**src/prs_pkg.sv**
```systemverilog
package prs_pkg;

	// ********************************************************************
	// Timing counts, in input-clock cycles
	// ********************************************************************
	localparam int POR_MIN_CYCLES     = 16;
	localparam int INT_POR_CYCLES     = 1024;
	localparam int PLL_LOCK_CYCLES    = 6400;
	localparam int HARD_RELEASE_CYCLES = 512;
	localparam int SOFT_RELEASE_CYCLES = 515;

	// ********************************************************************
	// Strap vector layout
	// ********************************************************************
	localparam int STRAP_W        = 14;
	localparam int S_CFG_MODE     = 0;
	localparam int S_CFG_SOURCE   = 1;
	localparam int S_HOST_SYNC    = 2;
	localparam int S_HOST_WIDE    = 3;
	localparam int S_CHIP_ID_LO   = 4;
	localparam int S_BOOT_LO      = 8;
	localparam int S_WDOG         = 11;
	localparam int S_CLK_MODE_LO  = 12;
	localparam logic [13:0] STRAP_RESET = 14'h0000;

	// ********************************************************************
	// Configuration word
	// ********************************************************************
	localparam logic [31:0] CFG_WORD_RESET   = 32'h00000000;
	// Built-in default word; the value is arbitrary.
	localparam logic [31:0] CFG_WORD_DEFAULT = 32'h0000A5A5;

	// ********************************************************************
	// Tick positions, as numerator over denominator of one cycle
	// ********************************************************************
	localparam logic [3:0] RATIO_3      = 4'h3;
	localparam logic [3:0] RATIO_4      = 4'h4;
	localparam logic [3:0] RATIO_5      = 4'h5;
	localparam logic [3:0] RATIO_6      = 4'h6;
	localparam logic [3:0] RATIO_8      = 4'h8;
	localparam logic [3:0] RATIO_10     = 4'hA;
	localparam logic [3:0] DEN_QUARTER  = 4'h4;
	localparam logic [3:0] DEN_SIXTH    = 4'h6;
	localparam logic [3:0] DEN_TENTH    = 4'hA;
	localparam logic [3:0] T2_QUARTER   = 4'h1;
	localparam logic [3:0] T4_QUARTER   = 4'h3;
	localparam logic [3:0] T2_SIXTH     = 4'h1;
	localparam logic [3:0] T4_SIXTH     = 4'h4;
	localparam logic [3:0] T2_TENTH     = 4'h2;
	localparam logic [3:0] T4_TENTH     = 4'h7;
	localparam logic [3:0] TICK_ZERO    = 4'h0;

	// ********************************************************************
	// Sequencer states
	// ********************************************************************
	typedef enum logic [2:0]
	{
		PRS_POR_HELD,
		PRS_INT_POR,
		PRS_PLL_WAIT,
		PRS_HARD_WAIT,
		PRS_SOFT_WAIT,
		PRS_RUN
	} prs_state_t;

endpackage

```
**src/prs_sequencer.sv**
```systemverilog
module prs_sequencer
#(
	parameter int PLL_LOCK_BASE = prs_pkg::PLL_LOCK_CYCLES
)
(
	// Clock and reset
	input  wire logic        CLK,
	input  wire logic        RESET_N,
	// Board pins
	input  wire logic        POWER_ON_RESET_IN_N,
	input  wire logic        CONFIG_MODE_STRAP,
	input  wire logic        CONFIG_SOURCE_STRAP,
	input  wire logic        HOST_SYNC_STRAP,
	input  wire logic        HOST_WIDE_STRAP,
	input  wire logic [3:0]  CHIP_SELECT_ID_STRAPS,
	input  wire logic [2:0]  BOOT_MODE_STRAPS,
	input  wire logic        WATCHDOG_ENABLE_STRAP,
	input  wire logic [1:0]  CLOCK_MODE_STRAPS,
	// Open-drain reset lines
	output logic             HARD_RESET_LINE_OUT,
	output logic             HARD_RESET_LINE_OE,
	output logic             SOFT_RESET_LINE_OUT,
	output logic             SOFT_RESET_LINE_OE,
	// Configuration word sources
	input  wire logic        HOST_CFG_VALID,
	input  wire logic [31:0] HOST_CFG_WORD,
	input  wire logic        BUS_CFG_VALID,
	input  wire logic [31:0] BUS_CFG_WORD,
	output logic             BUS_CFG_FETCH_REQ,
	// Clocking configuration
	input  wire logic [3:0]  REFERENCE_DIVISION_FACTOR,
	input  wire logic [3:0]  CORE_CLOCK_RATIO,
	input  wire logic [1:0]  MC_TICK_SELECT,
	// Status
	output logic             INTERNAL_POR_N,
	output logic             SYSTEM_PLL_LOCK,
	output logic             POR_PULSE_SHORT,
	output logic [31:0]      CONFIG_WORD,
	output logic             CONFIG_WORD_DEFAULTED,
	// Latched straps
	output logic             LATCHED_CONFIG_MODE,
	output logic             LATCHED_CONFIG_SOURCE,
	output logic             LATCHED_HOST_SYNC,
	output logic             LATCHED_HOST_WIDE,
	output logic [3:0]       LATCHED_CHIP_ID,
	output logic [2:0]       LATCHED_BOOT_MODE,
	output logic             LATCHED_WATCHDOG_ENABLE,
	output logic [1:0]       LATCHED_CLOCK_MODE,
	// Memory controller tick plan
	output logic [3:0]       TICK_DENOM,
	output logic [3:0]       TICK2_POS,
	output logic [3:0]       TICK3_POS,
	output logic [3:0]       TICK4_POS,
	output logic [3:0]       USER_MACHINE_TICK_POS,
	output logic [3:0]       SDRAM_MACHINE_TICK_POS,
	output logic             RATIO_UNSUPPORTED
);

	// ********************************************************************
	// Pin synchronisers
	// ********************************************************************
	logic [14:0] pin_meta_r;
	logic [14:0] pin_sync_r;
	logic [14:0] pin_raw;
	logic        por_in_active;
	logic [13:0] strap_now;

	assign pin_raw = {POWER_ON_RESET_IN_N, CLOCK_MODE_STRAPS, WATCHDOG_ENABLE_STRAP,
		BOOT_MODE_STRAPS, CHIP_SELECT_ID_STRAPS, HOST_WIDE_STRAP, HOST_SYNC_STRAP,
		CONFIG_SOURCE_STRAP, CONFIG_MODE_STRAP};
	assign por_in_active = ~pin_sync_r[14];
	assign strap_now = pin_sync_r[13:0];

	// ********************************************************************
	// Reset sequencer
	// ********************************************************************
	// A zero division factor would stall the lock timer, so it counts as one.
	logic [19:0]          lock_cycles;
	logic [3:0]           div_eff;
	prs_pkg::prs_state_t  state_r, state_nxt;
	logic [19:0]          cnt_r, cnt_nxt;
	logic [4:0]           por_len_r, por_len_nxt;
	logic                 short_r, short_nxt;
	logic [13:0]          strap_r, strap_nxt;
	logic                 int_por_n_r, int_por_n_nxt;
	logic                 lock_r, lock_nxt;
	logic                 hard_drv_r, hard_drv_nxt;
	logic                 soft_drv_r, soft_drv_nxt;
	logic                 fetch_r, fetch_nxt;
	logic [31:0]          cfg_r, cfg_nxt;
	logic                 cfg_seen_r, cfg_seen_nxt;
	logic                 cfg_dflt_r, cfg_dflt_nxt;
	logic                 cfg_open;
	logic                 cfg_valid;
	logic [31:0]          cfg_word;

	assign div_eff = (REFERENCE_DIVISION_FACTOR == 4'h0) ? 4'h1 : REFERENCE_DIVISION_FACTOR;
	assign lock_cycles = 20'(PLL_LOCK_BASE) * 20'(div_eff);

	// The configuration window runs from internal reset release to hard reset release.
	assign cfg_open = (state_r == prs_pkg::PRS_PLL_WAIT) || (state_r == prs_pkg::PRS_HARD_WAIT);
	// Source strap high selects the system bus, low the slave host interface.
	assign cfg_valid = strap_r[prs_pkg::S_CFG_SOURCE] ? BUS_CFG_VALID : HOST_CFG_VALID;
	assign cfg_word  = strap_r[prs_pkg::S_CFG_SOURCE] ? BUS_CFG_WORD : HOST_CFG_WORD;

	always_comb
	begin
		state_nxt     = state_r;
		cnt_nxt       = cnt_r + 20'h00001;
		por_len_nxt   = por_len_r;
		short_nxt     = short_r;
		strap_nxt     = strap_r;
		int_por_n_nxt = int_por_n_r;
		lock_nxt      = lock_r;
		hard_drv_nxt  = hard_drv_r;
		soft_drv_nxt  = soft_drv_r | hard_drv_r;
		fetch_nxt     = 1'b0;
		cfg_nxt       = cfg_r;
		cfg_seen_nxt  = cfg_seen_r;
		cfg_dflt_nxt  = cfg_dflt_r;
		if (cfg_open && cfg_valid && !cfg_seen_r)
		begin
			cfg_nxt      = cfg_word;
			cfg_seen_nxt = 1'b1;
		end
		if (por_in_active)
		begin
			// The whole sequence restarts on any assertion of the input.
			state_nxt     = prs_pkg::PRS_POR_HELD;
			cnt_nxt       = 20'h00000;
			int_por_n_nxt = 1'b0;
			lock_nxt      = 1'b0;
			hard_drv_nxt  = 1'b1;
			soft_drv_nxt  = 1'b1;
			cfg_nxt       = prs_pkg::CFG_WORD_RESET;
			cfg_seen_nxt  = 1'b0;
			cfg_dflt_nxt  = 1'b0;
			if (state_r != prs_pkg::PRS_POR_HELD)
				por_len_nxt = 5'h01;
			else if (por_len_r != 5'h1F)
				por_len_nxt = por_len_r + 5'h01;
		end
		else
		begin
			case (state_r)
				prs_pkg::PRS_POR_HELD:
				begin
					strap_nxt = strap_now;
					// Too short a pulse is still honoured but flagged.
					short_nxt = (por_len_r < 5'(prs_pkg::POR_MIN_CYCLES));
					state_nxt = prs_pkg::PRS_INT_POR;
					cnt_nxt   = 20'h00001;
				end
				prs_pkg::PRS_INT_POR:
				begin
					if (cnt_r == 20'(prs_pkg::INT_POR_CYCLES - 1))
					begin
						int_por_n_nxt = 1'b1;
						state_nxt     = prs_pkg::PRS_PLL_WAIT;
						cnt_nxt       = 20'h00000;
						fetch_nxt     = strap_r[prs_pkg::S_CFG_SOURCE]
							& strap_r[prs_pkg::S_CFG_MODE];
					end
				end
				prs_pkg::PRS_PLL_WAIT:
				begin
					if (cnt_r == lock_cycles - 20'h00001)
					begin
						lock_nxt  = 1'b1;
						state_nxt = prs_pkg::PRS_HARD_WAIT;
						cnt_nxt   = 20'h00000;
					end
				end
				prs_pkg::PRS_HARD_WAIT:
				begin
					if (cnt_r == 20'(prs_pkg::HARD_RELEASE_CYCLES - 1))
					begin
						hard_drv_nxt = 1'b0;
						state_nxt    = prs_pkg::PRS_SOFT_WAIT;
						if (!(cfg_valid || cfg_seen_r))
						begin
							cfg_nxt      = prs_pkg::CFG_WORD_DEFAULT;
							cfg_dflt_nxt = 1'b1;
						end
					end
				end
				prs_pkg::PRS_SOFT_WAIT:
				begin
					if (cnt_r == 20'(prs_pkg::SOFT_RELEASE_CYCLES - 1))
					begin
						soft_drv_nxt = 1'b0;
						state_nxt    = prs_pkg::PRS_RUN;
						cnt_nxt      = 20'h00000;
					end
				end
				prs_pkg::PRS_RUN: cnt_nxt = cnt_r;
				default:          state_nxt = prs_pkg::PRS_POR_HELD;
			endcase
		end
	end

	// Every output below but the constant ones leaves a flip-flop clocked on the rising edge.
	always_ff @(posedge CLK or negedge RESET_N)
	begin
		if (!RESET_N)
		begin
			pin_meta_r  <= 15'h0000;
			pin_sync_r  <= 15'h0000;
			state_r     <= prs_pkg::PRS_POR_HELD;
			cnt_r       <= 20'h00000;
			por_len_r   <= 5'h00;
			short_r     <= 1'b0;
			strap_r     <= prs_pkg::STRAP_RESET;
			int_por_n_r <= 1'b0;
			lock_r      <= 1'b0;
			hard_drv_r  <= 1'b1;
			soft_drv_r  <= 1'b1;
			fetch_r     <= 1'b0;
			cfg_r       <= prs_pkg::CFG_WORD_RESET;
			cfg_seen_r  <= 1'b0;
			cfg_dflt_r  <= 1'b0;
		end
		else
		begin
			pin_meta_r  <= pin_raw;
			pin_sync_r  <= pin_meta_r;
			state_r     <= state_nxt;
			cnt_r       <= cnt_nxt;
			por_len_r   <= por_len_nxt;
			short_r     <= short_nxt;
			strap_r     <= strap_nxt;
			int_por_n_r <= int_por_n_nxt;
			lock_r      <= lock_nxt;
			hard_drv_r  <= hard_drv_nxt;
			soft_drv_r  <= soft_drv_nxt;
			fetch_r     <= fetch_nxt;
			cfg_r       <= cfg_nxt;
			cfg_seen_r  <= cfg_seen_nxt;
			cfg_dflt_r  <= cfg_dflt_nxt;
		end
	end

	// ********************************************************************
	// Memory controller tick plan
	// ********************************************************************
	// The block has only the rising-edge clock, so it publishes tick positions
	// for the memory controller's multiphase clocking rather than the ticks.
	logic [3:0] den_r, den_nxt;
	logic [3:0] t2_r, t2_nxt;
	logic [3:0] t4_r, t4_nxt;
	logic [3:0] usr_r, usr_nxt;
	logic       bad_r, bad_nxt;

	always_comb
	begin
		den_nxt = prs_pkg::DEN_QUARTER;
		t2_nxt  = prs_pkg::T2_QUARTER;
		t4_nxt  = prs_pkg::T4_QUARTER;
		bad_nxt = 1'b0;
		case (CORE_CLOCK_RATIO)
			prs_pkg::RATIO_4, prs_pkg::RATIO_6, prs_pkg::RATIO_8, prs_pkg::RATIO_10:
			begin
				bad_nxt = 1'b0;
			end
			prs_pkg::RATIO_3:
			begin
				den_nxt = prs_pkg::DEN_SIXTH;
				t2_nxt  = prs_pkg::T2_SIXTH;
				t4_nxt  = prs_pkg::T4_SIXTH;
			end
			prs_pkg::RATIO_5:
			begin
				den_nxt = prs_pkg::DEN_TENTH;
				t2_nxt  = prs_pkg::T2_TENTH;
				t4_nxt  = prs_pkg::T4_TENTH;
			end
			default: bad_nxt = 1'b1;
		endcase
		case (MC_TICK_SELECT)
			2'h0:    usr_nxt = prs_pkg::TICK_ZERO;
			2'h1:    usr_nxt = t2_nxt;
			2'h2:    usr_nxt = den_nxt >> 1;
			default: usr_nxt = t4_nxt;
		endcase
	end

	always_ff @(posedge CLK or negedge RESET_N)
	begin
		if (!RESET_N)
		begin
			den_r <= prs_pkg::DEN_QUARTER;
			t2_r  <= prs_pkg::T2_QUARTER;
			t4_r  <= prs_pkg::T4_QUARTER;
			usr_r <= prs_pkg::TICK_ZERO;
			bad_r <= 1'b0;
		end
		else
		begin
			den_r <= den_nxt;
			t2_r  <= t2_nxt;
			t4_r  <= t4_nxt;
			usr_r <= usr_nxt;
			bad_r <= bad_nxt;
		end
	end

	// ********************************************************************
	// Outputs
	// ********************************************************************
	assign HARD_RESET_LINE_OUT     = 1'b0;
	assign HARD_RESET_LINE_OE      = hard_drv_r;
	assign SOFT_RESET_LINE_OUT     = 1'b0;
	assign SOFT_RESET_LINE_OE      = soft_drv_r;
	assign BUS_CFG_FETCH_REQ       = fetch_r;
	assign INTERNAL_POR_N          = int_por_n_r;
	assign SYSTEM_PLL_LOCK         = lock_r;
	assign POR_PULSE_SHORT         = short_r;
	assign CONFIG_WORD             = cfg_r;
	assign CONFIG_WORD_DEFAULTED   = cfg_dflt_r;
	assign LATCHED_CONFIG_MODE     = strap_r[prs_pkg::S_CFG_MODE];
	assign LATCHED_CONFIG_SOURCE   = strap_r[prs_pkg::S_CFG_SOURCE];
	assign LATCHED_HOST_SYNC       = strap_r[prs_pkg::S_HOST_SYNC];
	assign LATCHED_HOST_WIDE       = strap_r[prs_pkg::S_HOST_WIDE];
	assign LATCHED_CHIP_ID         = strap_r[prs_pkg::S_CHIP_ID_LO +: 4];
	assign LATCHED_BOOT_MODE       = strap_r[prs_pkg::S_BOOT_LO +: 3];
	assign LATCHED_WATCHDOG_ENABLE = strap_r[prs_pkg::S_WDOG];
	assign LATCHED_CLOCK_MODE      = strap_r[prs_pkg::S_CLK_MODE_LO +: 2];
	assign TICK_DENOM              = den_r;
	assign TICK2_POS               = t2_r;
	assign TICK3_POS               = den_r >> 1;
	assign TICK4_POS               = t4_r;
	assign USER_MACHINE_TICK_POS   = usr_r;
	assign SDRAM_MACHINE_TICK_POS  = prs_pkg::TICK_ZERO;
	assign RATIO_UNSUPPORTED       = bad_r;

endmodule

```
**config.mk**
```make
export PLATFORM = sky130hd
export DESIGN_NAME = prs_sequencer
export DESIGN_NICKNAME = d
export VERILOG_FILES = /design/src/prs_pkg.sv /design/src/prs_sequencer.sv
export SDC_FILE = /design/constraint.sdc
export NUM_CORES = 1
export LEC_CHECK = 0
export BUFFER_PORTS_ARGS = -buffer_cell sky130_fd_sc_hd__buf_2
export CORE_UTILIZATION = 50
export CTS_CLUSTER_DIAMETER = 40
export CTS_CLUSTER_SIZE = 14
export DETAILED_ROUTE_END_ITERATION = 8
export PLACE_DENSITY_LB_ADDON = 0.3
export SYNTH_ARGS = -nofsm -noshare
export SYNTH_HDL_FRONTEND = slang
export SYNTH_SLANG_ARGS = --single-unit
export TNS_END_PERCENT = 30
```
**constraint.sdc**
```tcl
create_clock -name CLK -period 2.95 [get_ports CLK]
set_clock_uncertainty 0.15 [all_clocks]
set_input_delay 0.1475 -clock CLK [delete_from_list [all_inputs] [get_ports CLK]]
set_output_delay 0.1475 -clock CLK [all_outputs]
set_load 0.005 [all_outputs]
```
==> metrics.yaml, run 1 <==
finalSetupViolations: 22
clockBufferDepth: 2
syn_to_final_growth_pct: 45.0
pre_cts_ws_ps: -1110
ios: 173
yosys_register_bits: 121
synth_cell_types: 60
power_mw: 4.65
rows: 39
finalCriticalPeriod_ps: 3520
finalMaxSlewViolations: 0
post-route-period-util: 1.19
drc: 16
root_buffer: "clkbuf_16"
maxCapViolCount: 0
violations: "DRC, setup timing"
worstMarginPinSlew_ps: 798
slew_headroom: 0.468
grt_usage: 0.292
die_w_um: 111
layout_setup_ws_ps: -567
clkSinkCount: 121
post-route-util: 0.753
synth_cells: 602
leakage_nw: 4.29
grt_pass1_wl_mm: 28.3
worstHoldStart: "HOST_CFG_WORD[15]"
r2r_start: "cnt_r[0]"
die_h_um: 111
yosys.area.top_type: "dfrtp_1"
dpl.hpwl_mm: 10.3
dr.pass1.iters: 8
cp.required_ps: 3090
grt_max_degree: 65
via_per_inst: 5.55
hold_class: "in -> reg"
fmax_mhz: 284
yosysSeqAreaShare: 0.507
synth.top_cell.area_share: 0.485
synth-main-ff-cell: "dfrtp_1"
cp-start-kind: "input port"
placed_cell_area_mm2: 0.00715
holdWs_ps: 25.1
cp-startpoint: "REFERENCE_DIVISION_FACTOR[3]"
start_util: 0.520
dr.first_iter.drc_count: 387
layout.nets: 973
grt_pass1_vias: 5891
syn_area_per_cell_um2: 9.94
cts_max_level: 4
clk_latency_ps: 410
fin_area_mm2: 0.00868
rsz0062_at_grt: "yes"
port_buffers: 160
antenna_found_initial: 0
insertedDiodeCount: 0
yosys-top-cells-area: "dfrtp_1 (49%), mux2i_1 (5.7%), nand2_1 (4.8%), a211oi_1 (3.1%), ha_1 (3.1%)"
ys_warn_count: 0
numCtsBuffers: 17
fill_cells: 733
synthesis.area_mm2: 0.00598
grt-ovfl-total: 0
routed_wl_mm: 17.4
cts_tree: "done"
most-common-layout-cells: "buf_2 (157), dfrtp_1 (115), nand2_1 (77), dlygate4sd3_1 (71), nor2_1 (48)"
critPathKind: "in -> reg"
die-area_mm2: 0.0124
cp-end-kind: "flip-flop"
num_vias: 5659
ant_nets: 0
crit_path_max_fanout: 6
peakVddDrop_uv: 437
async_reset_ff_frac: 1.00
wl_per_cell_um: 17.1
globalplace.congestion: 0.866
final_common_cell: "buf_2"
power_density_mw_per_mm2: 536
synth_edf_count: 0
core_area_mm2: 0.0115
arrival_ps: 3650
clkSlewWorstSetupHoldPaths_ps: 60
status: "complete, but fails checks"
layout-drive-gt1-share: 0.326
finalHoldViolCount: 0
-- cell usage after synthesis, types with 8 or more instances --
master / n
inv_1: 16
nand2b_1: 9
clkbuf_1: 26
a21oi_1: 29
ha_1: 15
a21o_1: 11
nor3_1: 16
nand4_1: 10
and3_1: 13
o21ai_0: 32
nand3_1: 10
a211oi_1: 25
nand2_1: 77
or3_1: 8
buf_4: 18
nor2_1: 48
mux2i_1: 34
dfrtp_1: 116
-- cells by family after synthesis --
logic type      Yosys count  share of synthesized area
simple gates            227                      0.188
compound gates          125                      0.136
mux                      35                     0.0588
other cells               1                   0.000627
xor+xnor                 12                     0.0201
fa+ha+maj                16                     0.0347
flops                   121                      0.507
buf+inv                  65                     0.0548
-- state kept, by name (all words and copies together), names as in the netlist, 2 cells and up --
register / count
pin_meta_r: 15
cnt_r: 20
USER_MACHINE_TICK_POS: 3
CONFIG_WORD: 32
pin_sync_r: 15
TICK2_POS: 2
state_r: 3
por_len_r: 5
strap_r: 14
TICK_DENOM: 2
-- layer usage --
layer	share of wire	global-route usage	vias up	wire length, um
met5	0	0	-	0
met4	0.041	0.164	0	715
met3	0.059	0.0768	61	1030
met2	0.53	0.520	245	9160
met1	0.37	0.315	2739	6510
li1	-	-	2614	-
-- worst paths after layout --
kind / end / slack (ps) / depth (start not counted)
worst max register to register: cnt_r[3] / -100 / 11
worst min register to register: pin_sync_r[1] / 200 / 0
min in group asynchronous: cnt_r[12] / 210 / 2
worst min-delay path: CONFIG_WORD[15] / 30 / 5
max in group asynchronous: strap_r[6] / 1610 / 3
worst max-delay path: cnt_r[3] / -570 / 18
-- report_power, final --
group          internal, mW  switching (mW)
Combinational         0.362           0.326
Sequential             1.72          0.0397
Clock                  1.37           0.836
Total                  3.45            1.20
-- per-stage QoR --
stage               cells  TNS (ps)
floorplan             613    -17240
global placement      908    -21490
detailed placement    908    -22570
CTS                  1017     -8730
global route         1020    -13900
finish               1020    -10590
-- repair_timing --
action,in CTS,in global routing
setup buffers,5,4
setup endpoints to repair,22,22
endpoints found under the hold margin,100,0
cloned,1,0
pin swaps,21,2
gates resized for setup,23,12
hold buffers,71,0
-- critical path: stages --
cell and delay [ps]:
buf_12 110, inv_12 40, ha_4 110, or3b_4 370, and2_4 170, ha_4 160
ha_4 160, fa_2 370, xor2_2 180, nor4_4 270, a31oi_1 120, or4b_1 500
a211oi_2 210, a21o_1 200, buf_6 120, buf_12 100, nor3_2 30, a211o_1 270
-- final cells by class --
class | instances | area, um^2 | share of cell area
sequential | 121 | 3040 | 0.350
multi-input combinational | 427 | 2810 | 0.324
timing repair buffer | 281 | 1940 | 0.223
clock buffer | 17 | 425 | 0.0490
clock inverter | 15 | 203 | 0.0234
tap | 143 | 179 | 0.0206
inverter | 16 | 85.1 | 0.00981
(Power assumes the default switching activity.)
==> run 2: changes to the inputs <==
- CORE_UTILIZATION: 50 -> 40
==> run 2 against run 1 <==
Against the previous run: the run ends with hold timing, setup timing left; final cell count grew 3.7%; power shrank 5.6%; clock power shrank 11%; critical path type unchanged; critical endpoint is now cnt_r[14]; largest cell class unchanged.
==> metrics.yaml, run 2 (synthesized netlist as in run 1, its figures left out) <==
hold_class: "in -> reg"
final_common_cell: "buf_2"
num_vias: 5366
die-area_mm2: 0.0155
cp-start-kind: "input port"
dr.first_iter.drc_count: 258
start_util: 0.410
wl_per_cell_um: 14.7
dr.pass1.iters: 4
most-common-layout-cells: "buf_2 (157), dfrtp_1 (115), nand2_1 (77), dlygate4sd3_1 (72), nor2_1 (48)"
die_h_um: 124
dpl.hpwl_mm: 10.3
die_w_um: 124
grt_pass1_wl_mm: 26.5
critPathKind: "in -> reg"
crit_path_cell_trace: "buf_12 -> inv_12 -> ha_4 -> or3b_4 -> and2_4 -> ha_4 -> ha_4 -> fa_2 -> xor2_4 -> nor4_4 -> a31oi_2 -> or4b_4 -> a211oi_4 -> a21o_1 -> buf_6 -> nor3_1 -> a211o_1"
cp.required_ps: 3100
arrival_ps: 3660
cts_tree: "done"
antenna_found_initial: 0
layout-drive-gt1-share: 0.322
grt_max_degree: 65
slowest_delay_ps: 510
globalplace.congestion: 0.819
cpMostUsedCell: "ha_4"
clkSlewWorstSetupHoldPaths_ps: 60
finalHoldViolCount: 1
crit_path_top_delay_cell: "or4b_4"
port_buffers: 160
crit_path_max_fanout: 6
maxCapViolCount: 0
violations: "hold timing, setup timing"
routed_wl_mm: 15.6
syn_to_final_growth_pct: 44.4
fmax_mhz: 285
leakage_nw: 4.24
post-route-period-util: 1.19
core_area_mm2: 0.0146
drc: 0
power_density_mw_per_mm2: 509
numCtsBuffers: 17
worstMarginPinSlew_ps: 763
finalSetupViolations: 22
root_buffer: "clkbuf_16"
cp-end-kind: "flip-flop"
fill_cells: 1204
rows: 44
layout.nets: 970
cts_max_level: 4
holdWs_ps: -39.0
grt_pass1_vias: 5632
finalCriticalPeriod_ps: 3510
ios: 173
ant_nets: 0
largest_reg_flops: 32
clkSinkCount: 121
worst-r2r-setup-slack_ps: 130
pre_cts_ws_ps: -1280
status: "complete, but fails checks"
clockBufferDepth: 2
slew_headroom: 0.491
layout_setup_ws_ps: -565
insertedDiodeCount: 0
grt-ovfl-total: 0
finalMaxSlewViolations: 0
via_per_inst: 5.07
peakVddDrop_uv: 432
rsz0062_at_grt: "yes"
clk_latency_ps: 410
grt_usage: 0.212
[run 2: cell types whose count changed in the layout (fill, tap and decap cells not counted), moves of 2 or more]
cell	delta
a21oi_1	-2
clkinv_4	+2
a21oi_2	+3
buf_4	-4
bufinv_16	-3
[run 2: power by group]
part / switching (mW) / internal [mW] / total, mW
combinational: 0.313 / 0.361 / 0.674
clock: 0.827 / 1.13 / 1.96
sequential: 0.0380 / 1.73 / 1.76
total: 1.18 / 3.22 / 4.39
[run 2: metal layers]
layer	routed length, um	up-vias	track usage	part of all wire
met2	7740	172	0.362	0.50
met4	513	0	0.104	0.033
met3	906	45	0.0550	0.058
met5	0	-	0	0
met1	6410	2537	0.246	0.41
li1	-	2612	-	-
[run 2: worst max-delay path: cells and delay by family]
family                     cells  cell delay (ps)
adders and majority gates      4              820
buffers and inverters          3              280
and+or+nand+nor                5             1370
xor gates and xnor gates       1              180
AOI/OAI and AO/OA              4              850
[run 2: area by class of cell]
| cell class | count | area, um^2 | share of cell area |
|---|---|---|---|
| Tap cell | 184 | 230 | 0.0266 |
| Sequential cell | 121 | 3040 | 0.351 |
| Multi-Input combinational cell | 427 | 2820 | 0.326 |
| Clock inverter | 14 | 128 | 0.0148 |
| Timing Repair Buffer | 278 | 1910 | 0.221 |
| Clock buffer | 18 | 439 | 0.0508 |
| Inverter | 16 | 85.1 | 0.00985 |
[run 2: worst paths after layout]
kind,startpoint,to,cells past startpoint
max,REFERENCE_DIVISION_FACTOR[3],cnt_r[14],17
min,BUS_CFG_WORD[12],CONFIG_WORD[12],3
max reg2reg,cnt_r[1],cnt_r[14],10
min reg2reg,pin_meta_r[14],pin_sync_r[14],0
max in group asynchronous,RESET_N,strap_r[4],3
min in group asynchronous,RESET_N,TICK2_POS[1],2
[run 2: timing repair]
action | in CTS | in global routing
pin swaps | 15 | 2
setup endpoints to repair | 22 | 22
gates resized for setup | 27 | 6
endpoints found under the hold margin | 95 | 0
hold buffers | 72 | 0
buffers inserted | 6 | 1
[run 2: metrics by stage]
stage               instance area, um^2  utilization  TNS [ps]  instances  total power [mW]
floorplan                          6110            -    -17240        613              2.08
global placement                   7180        0.492    -23900        947              2.30
detailed placement                 7180        0.492    -25770        947              2.32
CTS                                8610        0.590    -10370       1057              4.41
global route                       8640        0.592    -14510       1058              4.58
finish                             8640        0.592    -10770       1058              4.39
